File: src/verilog/tof_fmt_defs.svh
// register indices, field positions, reset values and timing counts
`ifndef TOF_FMT_DEFS_SVH
`define TOF_FMT_DEFS_SVH

`define IDX_STATUS 10'h000
`define IDX_CLKDIV 10'h089
`define IDX_SLOW 10'h091
`define IDX_CFG 10'h0CB
`define IDX_CFG2 10'h0CC
`define IDX_LBL_FS 10'h01C
`define IDX_LBL_FE 10'h01D
`define IDX_LBL_LS 10'h01E
`define IDX_LBL_LE 10'h01F

`define SLOW_STRETCH_BIT 6
`define CFG_FMT_LSB 0
`define CFG_FMT_MSB 1
`define CFG_ESM_BIT 2
`define CFG_SATINS_BIT 6
`define CFG2_POL_BIT 0
`define CFG2_XSAT_BIT 6
`define CFG2_FORCE_BIT 7

`define CLKDIV_RST 8'h01
`define SLOW_RST 8'h00
`define CFG_RST 8'h00
`define CFG2_RST 8'h41
`define LBL_FS_RST 8'h1E
`define LBL_FE_RST 8'hE1
`define LBL_LS_RST 8'hAA
`define LBL_LE_RST 8'h55

`define IDLE_BYTE 8'h01
`define LABEL_HEAD 8'hFF
`define LABEL_PAD 8'h00
`define SAT_FORCE_VAL 12'hFFF

`define PCLK_PERIOD_PS 8000
`define STRETCH_NS 2000
`define STRETCH_CYC ((`STRETCH_NS * 1000) / `PCLK_PERIOD_PS)

`endif

File: src/verilog/tof_fmt_pkg.sv
// types shared by the pixel output formatter
package tof_fmt_pkg;
	typedef enum logic [2:0] {
		S_IDLE = 3'b000,
		S_BYTE0 = 3'b001,
		S_BYTE1 = 3'b010,
		S_LABEL = 3'b011,
		S_STRETCH = 3'b100,
		S_ROWEND = 3'b101
	} seq_state_t;
	typedef enum logic [1:0] {
		LBL_FS = 2'b00,
		LBL_FE = 2'b01,
		LBL_LS = 2'b10,
		LBL_LE = 2'b11
	} label_kind_t;
	typedef enum logic [1:0] {
		FMT_HI_FIRST = 2'b00,
		FMT_LO_FIRST = 2'b01,
		FMT_BYTE_ONLY = 2'b10
	} byte_format_t;
endpackage : tof_fmt_pkg

File: src/verilog/pixel_map_if.sv
// pixel to byte mapping signals between sequencer and mapper
`timescale 1ns/1ps
interface pixel_map_if;
	import tof_fmt_pkg::*;
	logic [11:0] px;
	logic pixel_saturation_flag;
	byte_format_t fmt;
	logic embedded_sync_mode;
	logic sat_ins;
	logic force_sat;
	logic [7:0] first_b;
	logic [7:0] second_b;
	modport seq (output px, pixel_saturation_flag, fmt, embedded_sync_mode, sat_ins, force_sat,
		input first_b, second_b);
	modport mapper (input px, pixel_saturation_flag, fmt, embedded_sync_mode, sat_ins, force_sat,
		output first_b, second_b);
endinterface : pixel_map_if

File: src/verilog/tof_pixel_output_formatter.sv
// pixel output port sequencer with apb configuration registers
//
// Notes on behaviour
// - slow stretch bit adds 2 us per row
// - high-first split sends msb then lsb byte
// - low-first split sends lsb then msb byte
// - byte-only format sends upper eight bits
// - format field selects one of three formats
// - split formats keep row valid twice as long
// - high-first hardware sync byte layout with sat
// - low-first hardware sync byte layout with sat
// - byte-only hardware sync sends bits 11..4
// - saturation insert on line 0, split only
// - force all ones for saturated pixel
// - embedded sync drops lines, adds labels
// - label is ff, 00, 00, designator
// - default designators 1e, e1, aa, 55
// - designators come from registers 1c..1f
// - embedded image bytes stay within 01..fe
// - idle and reset bus value is 01
// - embedded high-first byte layout
// - embedded low-first byte layout
// - embedded byte-only sends bits 11..4
// - pixels are 12-bit signed with sat flag
// - outputs change on active output clock edge
// - extra line carries sat or frame end
`timescale 1ns/1ps
`include "tof_fmt_defs.svh"
module tof_pixel_output_formatter (
	input wire logic pclk,
	input wire logic presetn,
	input wire logic [11:0] paddr,
	input wire logic psel,
	input wire logic penable,
	input wire logic pwrite,
	input wire logic [31:0] pwdata,
	output logic [31:0] prdata,
	output logic pready,
	output logic pslverr,
	input wire logic pix_valid,
	input wire logic signed [11:0] pix_value,
	input wire logic pix_sat,
	input wire logic pix_first_in_frame,
	input wire logic pix_last_in_row,
	input wire logic pix_last_in_frame,
	output logic pix_take,
	output logic pixel_output_clock,
	output logic [7:0] pixel_output_port,
	output logic frame_valid_line,
	output logic row_valid_line,
	output logic saturation_or_frame_end_line
);
	import tof_fmt_pkg::*;

	localparam logic [7:0] STRETCH_LAST = 8'(`STRETCH_CYC - 1);

	// register hit and read value for one word index
	function automatic logic [8:0] reg_lookup(
		input logic [9:0] idx,
		input logic [7:0] status,
		input logic [7:0] clkdiv,
		input logic [7:0] slow,
		input logic [7:0] cfg,
		input logic [7:0] cfg2,
		input logic [31:0] lbl
	);
		case (idx)
			`IDX_STATUS: reg_lookup = {1'b1, status};
			`IDX_CLKDIV: reg_lookup = {1'b1, clkdiv};
			`IDX_SLOW: reg_lookup = {1'b1, slow};
			`IDX_CFG: reg_lookup = {1'b1, cfg};
			`IDX_CFG2: reg_lookup = {1'b1, cfg2};
			`IDX_LBL_FS: reg_lookup = {1'b1, lbl[7:0]};
			`IDX_LBL_FE: reg_lookup = {1'b1, lbl[15:8]};
			`IDX_LBL_LS: reg_lookup = {1'b1, lbl[23:16]};
			`IDX_LBL_LE: reg_lookup = {1'b1, lbl[31:24]};
			default: reg_lookup = 9'h000;
		endcase
	endfunction : reg_lookup

	logic pready_q;
	logic pslverr_q;
	logic [31:0] prdata_q;
	logic [7:0] clkdiv_q;
	logic [7:0] slow_q;
	logic [7:0] cfg_q;
	logic [7:0] cfg2_q;
	logic [31:0] lbl_q;
	logic [7:0] div_cnt_q;
	logic oclk_q;
	seq_state_t state_q;
	seq_state_t state_d;
	label_kind_t kind_q;
	label_kind_t kind_d;
	logic [1:0] idx_q;
	logic [1:0] idx_d;
	logic [7:0] data_q;
	logic [7:0] data_d;
	logic fv_q;
	logic fv_d;
	logic rv_q;
	logic rv_d;
	logic xs_q;
	logic xs_d;
	logic take_q;
	logic take_d;
	logic [11:0] hold_px_q;
	logic hold_sat_q;
	logic hold_eol_q;
	logic hold_eof_q;
	logic [7:0] str_cnt_q;
	logic str_done_q;
	logic [8:0] lookup;
	logic [7:0] status;
	logic [7:0] div_eff;
	logic access;
	logic wr_fire;
	logic tick;
	logic embedded_sync_mode;
	logic xsat_mode;
	logic last_byte;
	byte_format_t fmt;

	pixel_map_if pm ();

	pixel_byte_mapper u_mapper (
		.m(pm.mapper)
	);

	assign embedded_sync_mode = cfg_q[`CFG_ESM_BIT];
	assign xsat_mode = cfg2_q[`CFG2_XSAT_BIT];
	assign fmt = byte_format_t'(cfg_q[`CFG_FMT_MSB:`CFG_FMT_LSB]);
	assign status = {2'b00, state_q, fv_q, rv_q, oclk_q};
	assign lookup = reg_lookup(paddr[11:2], status, clkdiv_q, slow_q, cfg_q,
		cfg2_q, lbl_q);
	assign access = psel && penable;
	assign wr_fire = access && pready_q && pwrite;

	// apb answer, one wait state
	always_ff @(posedge pclk or negedge presetn) begin
		if (!presetn) begin
			pready_q <= 1'b0;
			pslverr_q <= 1'b0;
			prdata_q <= 32'h0000_0000;
		end else if (access && !pready_q) begin
			pready_q <= 1'b1;
			pslverr_q <= ~lookup[8];
			prdata_q <= pwrite ? 32'h0000_0000 : {24'h00_0000, lookup[7:0]};
		end else begin
			pready_q <= 1'b0;
			pslverr_q <= 1'b0;
		end
	end

	// configuration registers
	always_ff @(posedge pclk or negedge presetn) begin
		if (!presetn) begin
			clkdiv_q <= `CLKDIV_RST;
			slow_q <= `SLOW_RST;
			cfg_q <= `CFG_RST;
			cfg2_q <= `CFG2_RST;
			lbl_q <= {`LBL_LE_RST, `LBL_LS_RST, `LBL_FE_RST, `LBL_FS_RST};
		end else if (wr_fire) begin
			case (paddr[11:2])
				`IDX_CLKDIV: clkdiv_q <= pwdata[7:0];
				`IDX_SLOW: slow_q <= pwdata[7:0];
				`IDX_CFG: cfg_q <= pwdata[7:0];
				`IDX_CFG2: cfg2_q <= pwdata[7:0];
				`IDX_LBL_FS: lbl_q[7:0] <= pwdata[7:0];
				`IDX_LBL_FE: lbl_q[15:8] <= pwdata[7:0];
				`IDX_LBL_LS: lbl_q[23:16] <= pwdata[7:0];
				`IDX_LBL_LE: lbl_q[31:24] <= pwdata[7:0];
				default: begin
				end
			endcase
		end
	end

	// output clock divider and active edge strobe
	assign div_eff = (clkdiv_q == 8'h00) ? 8'h01 : clkdiv_q;
	assign tick = (div_cnt_q >= div_eff) && (oclk_q != cfg2_q[`CFG2_POL_BIT]);

	always_ff @(posedge pclk or negedge presetn) begin
		if (!presetn) begin
			div_cnt_q <= 8'h00;
			oclk_q <= 1'b0;
		end else if (div_cnt_q >= div_eff) begin
			div_cnt_q <= 8'h00;
			oclk_q <= ~oclk_q;
		end else begin
			div_cnt_q <= div_cnt_q + 8'h01;
		end
	end

	// slow interface row stretch timer
	always_ff @(posedge pclk or negedge presetn) begin
		if (!presetn) begin
			str_cnt_q <= 8'h00;
			str_done_q <= 1'b0;
		end else if (state_q != S_STRETCH) begin
			str_cnt_q <= STRETCH_LAST;
			str_done_q <= 1'b0;
		end else if (str_cnt_q != 8'h00) begin
			str_cnt_q <= str_cnt_q - 8'h01;
		end else begin
			str_done_q <= 1'b1;
		end
	end

	// mapper input: live pixel on the first byte, held one on the second
	always_comb begin
		pm.px = (state_q == S_BYTE1) ? hold_px_q : pix_value;
		pm.pixel_saturation_flag = (state_q == S_BYTE1) ? hold_sat_q : pix_sat;
		pm.fmt = fmt;
		pm.embedded_sync_mode = embedded_sync_mode;
		pm.sat_ins = cfg_q[`CFG_SATINS_BIT] && (fmt != FMT_BYTE_ONLY);
		pm.force_sat = cfg2_q[`CFG2_FORCE_BIT];
	end

	// next output word, evaluated at each active edge
	always_comb begin
		state_d = state_q;
		kind_d = kind_q;
		idx_d = idx_q;
		data_d = `IDLE_BYTE;
		fv_d = fv_q;
		rv_d = rv_q;
		xs_d = 1'b0;
		take_d = 1'b0;
		last_byte = 1'b0;
		case (state_q)
			S_IDLE: begin
				rv_d = 1'b0;
				if (pix_valid && embedded_sync_mode) begin
					state_d = S_LABEL;
					idx_d = 2'b00;
					kind_d = pix_first_in_frame ? LBL_FS : LBL_LS;
				end else if (pix_valid) begin
					take_d = 1'b1;
					fv_d = fv_q | pix_first_in_frame;
					rv_d = 1'b1;
				end
			end
			S_BYTE0: begin
				take_d = pix_valid;
			end
			S_BYTE1: begin
				data_d = pm.second_b;
				xs_d = hold_sat_q;
				last_byte = hold_eol_q;
				state_d = hold_eol_q ? S_BYTE1 : S_BYTE0;
			end
			S_LABEL: begin
				case (idx_q)
					2'b00: data_d = `LABEL_HEAD;
					2'b11: data_d = lbl_q[8*kind_q +: 8];
					default: data_d = `LABEL_PAD;
				endcase
				idx_d = idx_q + 2'b01;
				if (idx_q == 2'b11) begin
					case (kind_q)
						LBL_FS: kind_d = LBL_LS;
						LBL_LS: state_d = S_BYTE0;
						LBL_LE: begin
							kind_d = LBL_FE;
							state_d = hold_eof_q ? S_LABEL : S_IDLE;
						end
						default: state_d = S_IDLE;
					endcase
				end
			end
			S_STRETCH: begin
				if (str_done_q) begin
					state_d = S_ROWEND;
				end
			end
			S_ROWEND: begin
				rv_d = 1'b0;
				state_d = S_IDLE;
				if (hold_eof_q) begin
					fv_d = 1'b0;
					xs_d = 1'b1;
				end
			end
			default: state_d = S_IDLE;
		endcase
		if (take_d) begin
			data_d = pm.first_b;
			xs_d = pix_sat;
			if (fmt == FMT_BYTE_ONLY) begin
				last_byte = pix_last_in_row;
				state_d = S_BYTE0;
			end else begin
				state_d = S_BYTE1;
			end
		end
		if (last_byte) begin
			idx_d = 2'b00;
			kind_d = LBL_LE;
			if (embedded_sync_mode) begin
				state_d = S_LABEL;
			end else if (slow_q[`SLOW_STRETCH_BIT]) begin
				state_d = S_STRETCH;
			end else begin
				state_d = S_ROWEND;
			end
		end
		if (xsat_mode) begin
			xs_d = xs_d && (state_q != S_ROWEND);
		end else begin
			xs_d = xs_d && (state_q == S_ROWEND);
		end
		if (embedded_sync_mode) begin
			fv_d = 1'b0;
			rv_d = 1'b0;
			xs_d = 1'b0;
		end
	end

	// sequencer state, held pixel and output lines
	always_ff @(posedge pclk or negedge presetn) begin
		if (!presetn) begin
			state_q <= S_IDLE;
			kind_q <= LBL_FS;
			idx_q <= 2'b00;
			data_q <= `IDLE_BYTE;
			fv_q <= 1'b0;
			rv_q <= 1'b0;
			xs_q <= 1'b0;
		end else if (tick) begin
			state_q <= state_d;
			kind_q <= kind_d;
			idx_q <= idx_d;
			data_q <= data_d;
			fv_q <= fv_d;
			rv_q <= rv_d;
			xs_q <= xs_d;
		end
	end

	always_ff @(posedge pclk or negedge presetn) begin
		if (!presetn) begin
			take_q <= 1'b0;
			hold_px_q <= 12'h000;
			hold_sat_q <= 1'b0;
			hold_eol_q <= 1'b0;
			hold_eof_q <= 1'b0;
		end else begin
			take_q <= tick && take_d;
			if (tick && take_d) begin
				hold_px_q <= pix_value;
				hold_sat_q <= pix_sat;
				hold_eol_q <= pix_last_in_row;
				hold_eof_q <= pix_last_in_frame;
			end
		end
	end

	assign prdata = prdata_q;
	assign pready = pready_q;
	assign pslverr = pslverr_q;
	assign pix_take = take_q;
	assign pixel_output_clock = oclk_q;
	assign pixel_output_port = data_q;
	assign frame_valid_line = fv_q;
	assign row_valid_line = rv_q;
	assign saturation_or_frame_end_line = xs_q;
endmodule : tof_pixel_output_formatter

File: src/verilog/pixel_byte_mapper.sv
// maps one pixel and its saturation flag onto the two bus bytes
`timescale 1ns/1ps
`include "tof_fmt_defs.svh"
module pixel_byte_mapper (
	pixel_map_if.mapper m
);
	import tof_fmt_pkg::*;

	function automatic logic [7:0] keep_off_labels(input logic [7:0] b);
		if (b == `LABEL_HEAD) begin
			keep_off_labels = 8'hFE;
		end else if (b == `LABEL_PAD) begin
			keep_off_labels = `IDLE_BYTE;
		end else begin
			keep_off_labels = b;
		end
	endfunction : keep_off_labels

	logic [11:0] v;
	logic [7:0] hw_hi;
	logic [7:0] hw_lo;
	logic [7:0] es_hi;
	logic [7:0] es_lo;

	always_comb begin
		v = (m.force_sat && m.pixel_saturation_flag) ? `SAT_FORCE_VAL : m.px;
		hw_hi = v[11:4];
		hw_lo = {v[3:0], 3'b000, m.sat_ins & m.pixel_saturation_flag};
		es_hi = {2'b01, v[11:6]};
		es_lo = {v[5:0], m.pixel_saturation_flag, ~m.pixel_saturation_flag};
		m.first_b = hw_hi;
		m.second_b = hw_hi;
		case (m.fmt)
			FMT_HI_FIRST: begin
				m.first_b = m.embedded_sync_mode ? es_hi : hw_hi;
				m.second_b = m.embedded_sync_mode ? es_lo : hw_lo;
			end
			FMT_LO_FIRST: begin
				m.first_b = m.embedded_sync_mode ? es_lo : hw_lo;
				m.second_b = m.embedded_sync_mode ? es_hi : hw_hi;
			end
			default: begin
				m.first_b = m.embedded_sync_mode ? keep_off_labels(hw_hi) : hw_hi;
				m.second_b = m.first_b;
			end
		endcase
	end
endmodule : pixel_byte_mapper

File: config.mk
export PLATFORM = sky130hd
export DESIGN_NAME = tof_pixel_output_formatter
export DESIGN_NICKNAME = d
export VERILOG_FILES = /design/src/verilog/tof_fmt_pkg.sv /design/src/verilog/pixel_map_if.sv /design/src/verilog/tof_pixel_output_formatter.sv /design/src/verilog/pixel_byte_mapper.sv
export VERILOG_INCLUDE_DIRS = /design/src /design/src/verilog
export SDC_FILE = /design/constraint.sdc
export NUM_CORES = 1
export LEC_CHECK = 0
export BUFFER_PORTS_ARGS = -buffer_cell sky130_fd_sc_hd__buf_2
export CORE_MARGIN = 2
export CORE_UTILIZATION = 42
export CTS_CLUSTER_SIZE = 16
export DETAILED_ROUTE_END_ITERATION = 12
export SETUP_SLACK_MARGIN = 0.05
export SLEW_MARGIN = 10
export SYNTH_ARGS = -nofsm -noshare
export SYNTH_HDL_FRONTEND = slang
export SYNTH_SLANG_ARGS = --single-unit
File: constraint.sdc
create_clock -name pclk -period 2.65 [get_ports pclk]
set_input_delay 0.3975 -clock pclk [delete_from_list [all_inputs] [get_ports pclk]]
set_output_delay 0.3975 -clock pclk [all_outputs]
set_load 0.02 [all_outputs]
After elaboration in Yosys (flattened, before gate mapping)
Index checks and enable logic that the tools add are counted.

storage, ports and cells
  input bits = 66
  output and inout bits = 47
  register bits = 150

operators by class
  reduce and logical (&&, ||, !) cells = 36
  $add $sub $neg = 3
  eq/ne operators = 35
  multiplexer cells = 62
  shift operators = 1
  magnitude comparators = 1
  bitwise logic cells = 5

operators with widths
  cell                 number
  $mux 8               11
  $pmux 9 s9           1
  $pmux 8 s2           4
  $eq 10x5->1 const B  4
  $eq 10x8->1 const B  4
  $shiftx 32x6->8      1
  $mux 12              2
  $ne 3x3->1 const B   8
  $mux 1               20
  $ne 4x4->1 const B   5
  $mux 2               9
  $mux 3               6
  $reduce_and 2->1     9
  $logic_not 8->1      2
  $pmux 3 s5           1
  $pmux 2 s2           3
  $logic_and 1x1->1    11
  $logic_not 10->1     1
  $reduce_and 5->1     2
  $pmux 3 s3           1
  $add 8x1->8 const B  1
  $eq 2x2->1 const B   4
  $eq 8x8->1 const B   1
  $ge 8x8->1           1
  other kinds (20)     31

Longest topological paths before layout
Gate-level depths: netlist of run 1.

  depth in word-level cells = 11
  mapped depth = 10

Cells and area by module
A second synthesis of run 1 with hierarchy kept.

second synthesis, totals
  cells, all modules = 674
  area, all modules = 7318.3 um^2

modules (own cells, without submodules)
  module                      sequential area each (um^2)  cells each  area each (um^2)  times used
  tof_pixel_output_formatter  3178.0                       584         6784.0            1
  pixel_byte_mapper           0.0                          90          534.3             1

Worst setup path before layout of run 1
OpenSTA, ideal clock, no wires.

  kind = reg-to-reg
  start point = register clkdiv_q[4]
  end point = register hold_eof_q
  setup time = 0.125 ns
  setup slack = 0.240 ns
  stages on the path, launching flop included = 10
  arrival = 2.285 ns
  cell sequence = dfrtp_1 > nor4_1 > a41o_1 > ha_1 > nor2b_1 > o21ai_0 > a221oi_2 > a211oi_2 > buf_6 > mux2_2

between the ends
  longest elaborated chain between the ends = 5

RTL lines
  item                      line                               text
  start: declaration        tof_pixel_output_formatter.sv:84   logic [7:0] clkdiv_q;
  start signal: assignment  tof_pixel_output_formatter.sv:158  clkdiv_q <= `CLKDIV_RST;
  start signal: assignment  tof_pixel_output_formatter.sv:165  `IDX_CLKDIV: clkdiv_q <= pwdata[7:0];
  $logic_not 8->1           tof_pixel_output_formatter.sv:180  assign div_eff = (clkdiv_q == 8'h00) ? 8'h01 : clkdiv_q;
  $mux 8 (*)                tof_pixel_output_formatter.sv:180
  $ge 8x8->1 (*)            tof_pixel_output_formatter.sv:181  assign tick = (div_cnt_q >= div_eff) && (oclk_q != cfg2_q[`CFG2_POL_BIT]);
  $logic_and 1x1->1 (*)     tof_pixel_output_formatter.sv:181
  $logic_and 1x1->1 (*)     tof_pixel_output_formatter.sv:350  if (tick && take_d) begin
  end signal: assignment    tof_pixel_output_formatter.sv:354  hold_eof_q <= pix_last_in_frame;
  end: declaration          tof_pixel_output_formatter.sv:110  logic hold_eof_q;

Mark *: on every way between the ends. The rest lies on a longest branch, timed or not.
A chain may end at the register's enable or synchronous reset.

Worst setup path in the final report of run 1
  start point = register clkdiv_q[7]
  end point = register hold_px_q[2]

between the ends
  longest elaborated chain between the ends = 5

RTL lines
  item                    line                               text
  $logic_not 8->1         tof_pixel_output_formatter.sv:180
  $mux 8 (*)              tof_pixel_output_formatter.sv:180
  $ge 8x8->1 (*)          tof_pixel_output_formatter.sv:181
  $logic_and 1x1->1 (*)   tof_pixel_output_formatter.sv:181
  $logic_and 1x1->1 (*)   tof_pixel_output_formatter.sv:350
  end signal: assignment  tof_pixel_output_formatter.sv:351  hold_px_q <= pix_value;
  end: declaration        tof_pixel_output_formatter.sv:107  logic [11:0] hold_px_q;

Marked as above.

==> impl_metrics.csv, run 1 <==
group,metric,value,unit
cells_and_area,fin_nets,871,
clock_network,cts_buffers,17,
clock_network,clkSinkCount,126,
sta,finalCritPeriodShare,93.5,%
synth,syn-cell-area,0.00750,sq mm
synth,ys_seq_elements,126,
detailed_routing,drt_iter0_drc,568,
detailed_routing,drtPass1Iterations,5,
detailed_routing,drc,0,
clock_network,path_clk_slew,0.05,ns
outcome,status,"finished clean",
clock_network,worstSkewPairLatency,0.42,ns
critical_path,startpoint_type,"flip-flop",
hold_path,hold_path.class,"in -> reg",
cells_and_area,multi_input_area,0.00398,sq mm
floorplan,die_h,138,um
global_route,track_usage,23.4,%
sta,setup_viol,0,
floorplan,initial_core_util,43.2,%
global_route,grt_overflow_total,0,
power,p_sw,1.01,mW
detailed_routing,wl_per_cell,20.7,um
floorplan,core.rowCount,48,
sta,tightestPinTransition,0.756,ns
floorplan,die_w,138,um
power,p_int,3.39,mW
synth,synth-edff-count,0,
cells_and_area,n_fill_cell,1586,
place,port_buffers,62,
clock_network,ctsLongestPathBuffers,2,
floorplan,io_pins,113,
sta,slew-limit-headroom,49.1,%
sta,slew_viol_final,0,
global_route,grt_max_degree,45,
critical_path,crit_type,"reg -> reg",
global_route,grt_pass1_vias,6058,
power,comb_power_share,5.2,%
cells_and_area,syn_to_final_growth,16.3,%
sta,clock.fmax,404,MHz
floorplan,die_area,0.0189,sq mm
sta,whs,0.217,ns
power,cellLeakagePower,3.89,nW
cells_and_area,layout-drive-gt1-share,31.2,%
synth,avgSynthCellArea,10.6,sq um
sta,hold_viol,0,
sta,fin_skew,0.00789,ns
power,power_density,504,mW/mm^2
cells_and_area,n_antenna_cell,0,
place,dp_hpwl,15.5,mm
synth,ys_async_sr_fraction,100,%
global_route,grt_first_pass_wirelength,33.6,mm
detailed_routing,finalWirelength,21.3,mm
place,gp_congestion,0.916,
sta,rsz0062_at_grt,"false",
clock_network,cts_tree,"yes",
clock_network,clock-root-buffer,"clkbuf_16",
sta,setup-tns-final,0,ns
cells_and_area,final_cell_mix,"dfrtp_1 (106), mux2_2 (72), buf_2 (61)",
power,power_frac_clock,50.9,%
critical_path,cp.required,2.95,ns
synth,ys_types,74,
critical_path,critPathMaxFanout,17,
detailed_routing,vias,6227,
synth,yosysSeqAreaShare,42.4,%
power,peakVddDrop,0.404,mV
critical_path,cp.arrival,2.78,ns
cells_and_area,regArea,0.00318,sq mm
detailed_routing,drt-vias-per-instance,6.05,
floorplan,core,0.0174,sq mm
synth,synthFlopType,"dfrtp_1",
synth,yosysWarningCount,0,
critical_path,end_kind,"flip-flop",
power,seqPwrFrac,43.9,%
synth,synthCells,711,
cells_and_area,mostFrequentLayoutCell,"dfrtp_1",
detailed_routing,ant_nets,0,
sta,finalCriticalPeriod,2.48,ns
run,max-cap-violations,0,
power,sw_frac_of_total,22.9,%
clock_network,h-tree-depth,4,
global_route,antenna_found_initial,0,
registers in the layout (all words and copies together), names as in the netlist, 2 cells and up:
register and cells:
cfg2_q 8, div_cnt_q 8, idx_q 2, str_cnt_q 8, prdata 8, cfg_q 8, pixel_output_port 8, clkdiv_q 8
hold_px_q 12, state_q 3, lbl_q 32, kind_q 2, slow_q 8
power by group through the flow:
stage | Sequential, mW | Clock (mW) | Combinational (mW)
finish | 1.93 | 2.24 | 0.228
CTS | 1.93 | 2.27 | 0.229
global route | 1.93 | 2.37 | 0.253
floorplan | 1.97 | 0 | 0.119
global placement | 1.96 | 0 | 0.222
detailed placement | 1.96 | 0 | 0.227
routing by layer:
layer | global-route usage (%) | wire [um]
met1 | 32.4 | 9430
met2 | 36.7 | 9950
met3 | 4.60 | 1420
met4 | 8.19 | 490
met5 | 0 | 0
cells in the mapped netlist (all sizes together), types with 3 or more instances:
library cell / count / area share, %
buf: 44 / 4.2
a31oi: 9 / 0.75
a221oi: 4 / 0.55
mux4: 13 / 3.9
ha: 13 / 2.2
a21oi: 36 / 2.4
nor3b: 4 / 0.85
nor3: 15 / 1.2
a222oi: 4 / 0.53
mux2: 79 / 12
nor2b: 6 / 0.50
o31ai: 3 / 0.30
dfstp: 20 / 7.0
nand3: 18 / 1.2
a22oi: 21 / 2.1
inv: 18 / 0.90
nand2b: 5 / 0.42
xnor2: 5 / 0.58
mux2i: 16 / 2.2
o211ai: 7 / 0.70
nand4: 9 / 0.83
o2bb2ai: 4 / 0.47
nand2: 50 / 2.5
a211oi: 4 / 0.47
and3: 11 / 0.92
o22ai: 8 / 0.67
a211o: 3 / 0.35
a32oi: 4 / 0.47
and2: 8 / 0.67
nor2: 34 / 1.8
a21o: 3 / 0.30
a22o: 11 / 1.3
o21ai: 47 / 3.3
nand4b: 3 / 0.35
clkbuf: 19 / 0.95
dfrtp: 106 / 35
xor2: 9 / 1.1
nor4: 10 / 0.83
kinds of logic after synthesis:
kind of cell | after synthesis | share of synthesized area (%)
AO/OA/AOI/OAI | 185 | 16.7
XOR/XNOR | 14 | 1.63
adder cells (fa/ha/maj) | 13 | 2.17
buffers and inverters | 82 | 6.05
flip-flops | 126 | 42.4
multiplexers | 108 | 17.9
other | 1 | 0.0500
AND/OR/NAND/NOR | 182 | 13.1
stage by stage:
step / util, % / instance area, sq um / total power, mW / instances / setup WS, ns
global route: 50.3 / 8730 / 4.55 / 1030 / 0.0488
detailed placement: 46.7 / 8110 / 2.19 / 994 / 0.0539
floorplan: - / 7590 / 2.09 / 734 / 0.240
finish: 50.3 / 8730 / 4.40 / 1030 / 0.173
global placement: 46.7 / 8110 / 2.19 / 994 / 0.109
CTS: 50.1 / 8690 / 4.43 / 1028 / 0.0650
critical path: stages (launching register included):
cell	delay, ns
dfrtp_1	0.41
nor4_2	0.30
a41o_1	0.22
ha_1	0.13
nor2b_1	0.04
o21ai_1	0.17
a221oi_2	0.08
buf_4	0.16
a211oi_2	0.29
buf_12	0.20
mux2_2	0.34
worst paths after layout:
check | startpoint | to | slack (ns) | cells past startpoint
max | clkdiv_q[7] | hold_px_q[2] | 0.17 | 10
min | pix_last_in_frame | hold_eof_q | 0.22 | 2
max reg2reg | clkdiv_q[7] | hold_px_q[2] | 0.17 | 10
min reg2reg | pixel_output_port[1] | pixel_output_port[1] | 0.47 | 2
max in group asynchronous | presetn | pixel_output_port[0] | 1.37 | 3
min in group asynchronous | presetn | kind_q[0] | 0.52 | 2
area by class of cell:
cell class / count / share of cell area (%)
Multi-Input combinational cell: 526 / 45.7
Clock inverter: 8 / 1.06
Tap cell: 225 / 3.23
Timing Repair Buffer: 102 / 7.53
Inverter: 19 / 0.817
Sequential cell: 126 / 36.4
Clock buffer: 24 / 5.29
what timing repair did:
item / 4_1_cts / 5_1_grt
endpoints found under the hold margin: 36 / 0
hold buffers: 1 / 0
endpoints found under the setup margin: 5 / 32
resized for setup: 1 / 4
gates cloned: 0 / 1
pin swaps: 1 / 1
buffers inserted: 1 / 1
Note: power is estimated with default switching activity, not from simulation.
==> run 2, diff against run 1 <==
--- a/config.mk
+++ b/config.mk
@@ -11,7 +11,7 @@
 export CORE_UTILIZATION = 42
 export CTS_CLUSTER_SIZE = 16
 export DETAILED_ROUTE_END_ITERATION = 12
-export SETUP_SLACK_MARGIN = 0.05
+export SETUP_SLACK_MARGIN = 0.4
 export SLEW_MARGIN = 10
 export SYNTH_ARGS = -nofsm -noshare
 export SYNTH_HDL_FRONTEND = slang
==> constraint.sdc (replaced) <==
create_clock -name pclk -period 2.5 [get_ports pclk]
set_input_delay 0.375 -clock pclk [delete_from_list [all_inputs] [get_ports pclk]]
set_output_delay 0.375 -clock pclk [all_outputs]
set_load 0.02 [all_outputs]
==> run 2 against run 1 <==
  * Cell area grew 1.9%
  * Final cell count grew 0.87%
  * Largest cell class unchanged
  * Flip-flop and latch count is the same
  * Clock skew is essentially flat
  * Largest power group unchanged
==> impl_metrics.csv, run 2 (synthesized netlist as in run 1, its figures left out) <==
group,metric,value,unit
global_route,grt_overflow_total,0,
sta,tightestPinTransition,0.709,ns
run,max-cap-violations,0,
global_route,grt_first_pass_wirelength,33.0,mm
floorplan,core.rowCount,48,
power,peakVddDrop,0.509,mV
critical_path,slowest_delay,0.38,ns
detailed_routing,vias,6234,
floorplan,io_pins,113,
sta,fin_skew,0.00823,ns
critical_path,end_kind,"flip-flop",
critical_path,critPathMaxFanout,17,
critical_path,crit_type,"reg -> reg",
floorplan,initial_core_util,43.2,%
floorplan,die_w,138,um
clock_network,ctsLongestPathBuffers,2,
place,place_ws,-0.0490,ns
clock_network,cts_buffers,17,
power,cellLeakagePower,3.96,nW
cells_and_area,mostFrequentLayoutCell,"dfrtp_1",
cells_and_area,final_cell_mix,"dfrtp_1 (106), mux2_2 (72), buf_2 (61)",
critical_path,cp.buffers_inverters,2,
cells_and_area,largest_reg_flops,32,
sta,slew_viol_final,0,
global_route,grt_max_degree,64,
global_route,grt_pass1_vias,6087,
cells_and_area,layoutNonFillerInstCount,1039,
place,port_buffers,62,
clock_network,path_clk_slew,0.06,ns
hold_path,hold_path.class,"in -> reg",
cells_and_area,n_antenna_cell,0,
global_route,track_usage,23.0,%
critical_path,cp.required,2.81,ns
cells_and_area,fin_util,51.2,%
critical_path,slowest_stage,"dfrtp_1",
detailed_routing,drc,0,
detailed_routing,drt_iter0_drc,664,
detailed_routing,wl_per_cell,20.1,um
cells_and_area,syn_to_final_growth,18.5,%
global_route,antenna_found_initial,0,
sta,finalCritPeriodShare,97.1,%
detailed_routing,drtPass1Iterations,5,
detailed_routing,drt-vias-per-instance,6.00,
floorplan,core,0.0174,sq mm
detailed_routing,ant_nets,0,
cells_and_area,n_fill_cell,1590,
power,power_density,530,mW/mm^2
sta,clock.fmax,412,MHz
power,p_total,4.71,mW
place,gp_congestion,0.925,
sta,hold_viol,0,
sta,finalWorstSetupSlack,0.0719,ns
critical_path,cp_cell_sequence,"nor4_1 > a41o_1 > ha_1 > nor2b_1 > o21ai_2 > a221oi_2 > buf_4 > a211oi_4 > buf_12 > mux2_2",
place,placed_cells_incl_taps,1003,
critical_path,crit_family,"compound AO/OA/AOI/OAI gates",
critical_path,cp.arrival,2.73,ns
sta,finalCriticalPeriod,2.43,ns
clock_network,h-tree-depth,4,
sta,rsz0062_at_grt,"true",
cells_and_area,top_register,"lbl_q",
outcome,status,"finished clean",
floorplan,die_h,138,um
clock_network,clock-root-buffer,"clkbuf_16",
cells_and_area,reg.largest.list,"lbl_q x32, hold_px_q x12",
sta,setup_viol,0,
floorplan,die_area,0.0189,sq mm
detailed_routing,finalWirelength,20.9,mm
clock_network,cts_tree,"yes",
critical_path,startpoint_type,"flip-flop",
clock_network,clkSinkCount,126,
sta,slew-limit-headroom,52.7,%
clock_network,worstSkewPairLatency,0.42,ns
place,dp_hpwl,15.3,mm
cells_and_area,layout-drive-gt1-share,33.4,%
cells_and_area,fin_nets,880,
## run 2: final timing paths
| kind | from | to | cells after the start | slack (ns) |
|---|---|---|---|---|
| max | clkdiv_q[7] | hold_px_q[11] | 10 | 0.07 |
| min | pix_last_in_frame | hold_eof_q | 2 | 0.19 |
| max reg2reg | clkdiv_q[7] | hold_px_q[11] | 10 | 0.07 |
| min reg2reg | saturation_or_frame_end_line | saturation_or_frame_end_line | 2 | 0.48 |
| max in group asynchronous | presetn | clkdiv_q[0] | 3 | 1.24 |
| min in group asynchronous | presetn | str_cnt_q[7] | 2 | 0.46 |
## run 2: area by class of cell
class	count	area [sq um]	share of cell area [%]
Clock inverter	11	118	1.32
Multi-Input combinational cell	526	4040	45.4
Sequential cell	126	3180	35.7
Tap cell	225	282	3.17
Clock buffer	21	460	5.18
Inverter	19	71.3	0.802
Timing Repair Buffer	111	741	8.33
## run 2: what timing repair did
item                                    in CTS  in global routing
hold endpoints to repair                    33                  0
endpoints found under the setup margin      42                 44
hold buffers                                 1                  0
setup buffers                                1                  2
resized for setup                            3                 12
pin swaps                                    6                  8
## run 2: per-stage QoR
step	area, sq um	setup TNS (ns)	hold slack [ns]
after floorplan	7620	0	0.0794
after global placement	8210	0	0.366
after detailed placement	8210	-0.0885	0.386
after CTS	8820	0	0.180
after global routing	8890	-0.825	0.183
final	8890	0	0.190
## run 2: power breakdown
group / switching, mW / leakage (nW) / internal [mW]
clock: 0.920 / 0.271 / 1.51
sequential: 0.00193 / 1.54 / 2.05
combinational: 0.173 / 2.15 / 0.0654
total: 1.09 / 3.96 / 3.62
## run 2: metal layers
| layer | track usage, % | part of all wire, % | vias up |
|---|---|---|---|
| met4 | 7.96 | 2.2 | 0 |
| met2 | 37.4 | 48 | 253 |
| met1 | 31.1 | 44 | 3132 |
| li1 | - | - | 2818 |
| met3 | 3.83 | 6.4 | 31 |
| met5 | 0 | 0 | - |
## run 2: worst register-to-register path: stages (launching register included)
cell	delay, ns
dfrtp_1	0.38
nor4_1	0.28
a41o_1	0.19
ha_1	0.22
nor2b_1	0.14
o21ai_2	0.08
a221oi_2	0.29
buf_4	0.20
a211oi_4	0.07
buf_12	0.18
mux2_2	0.29
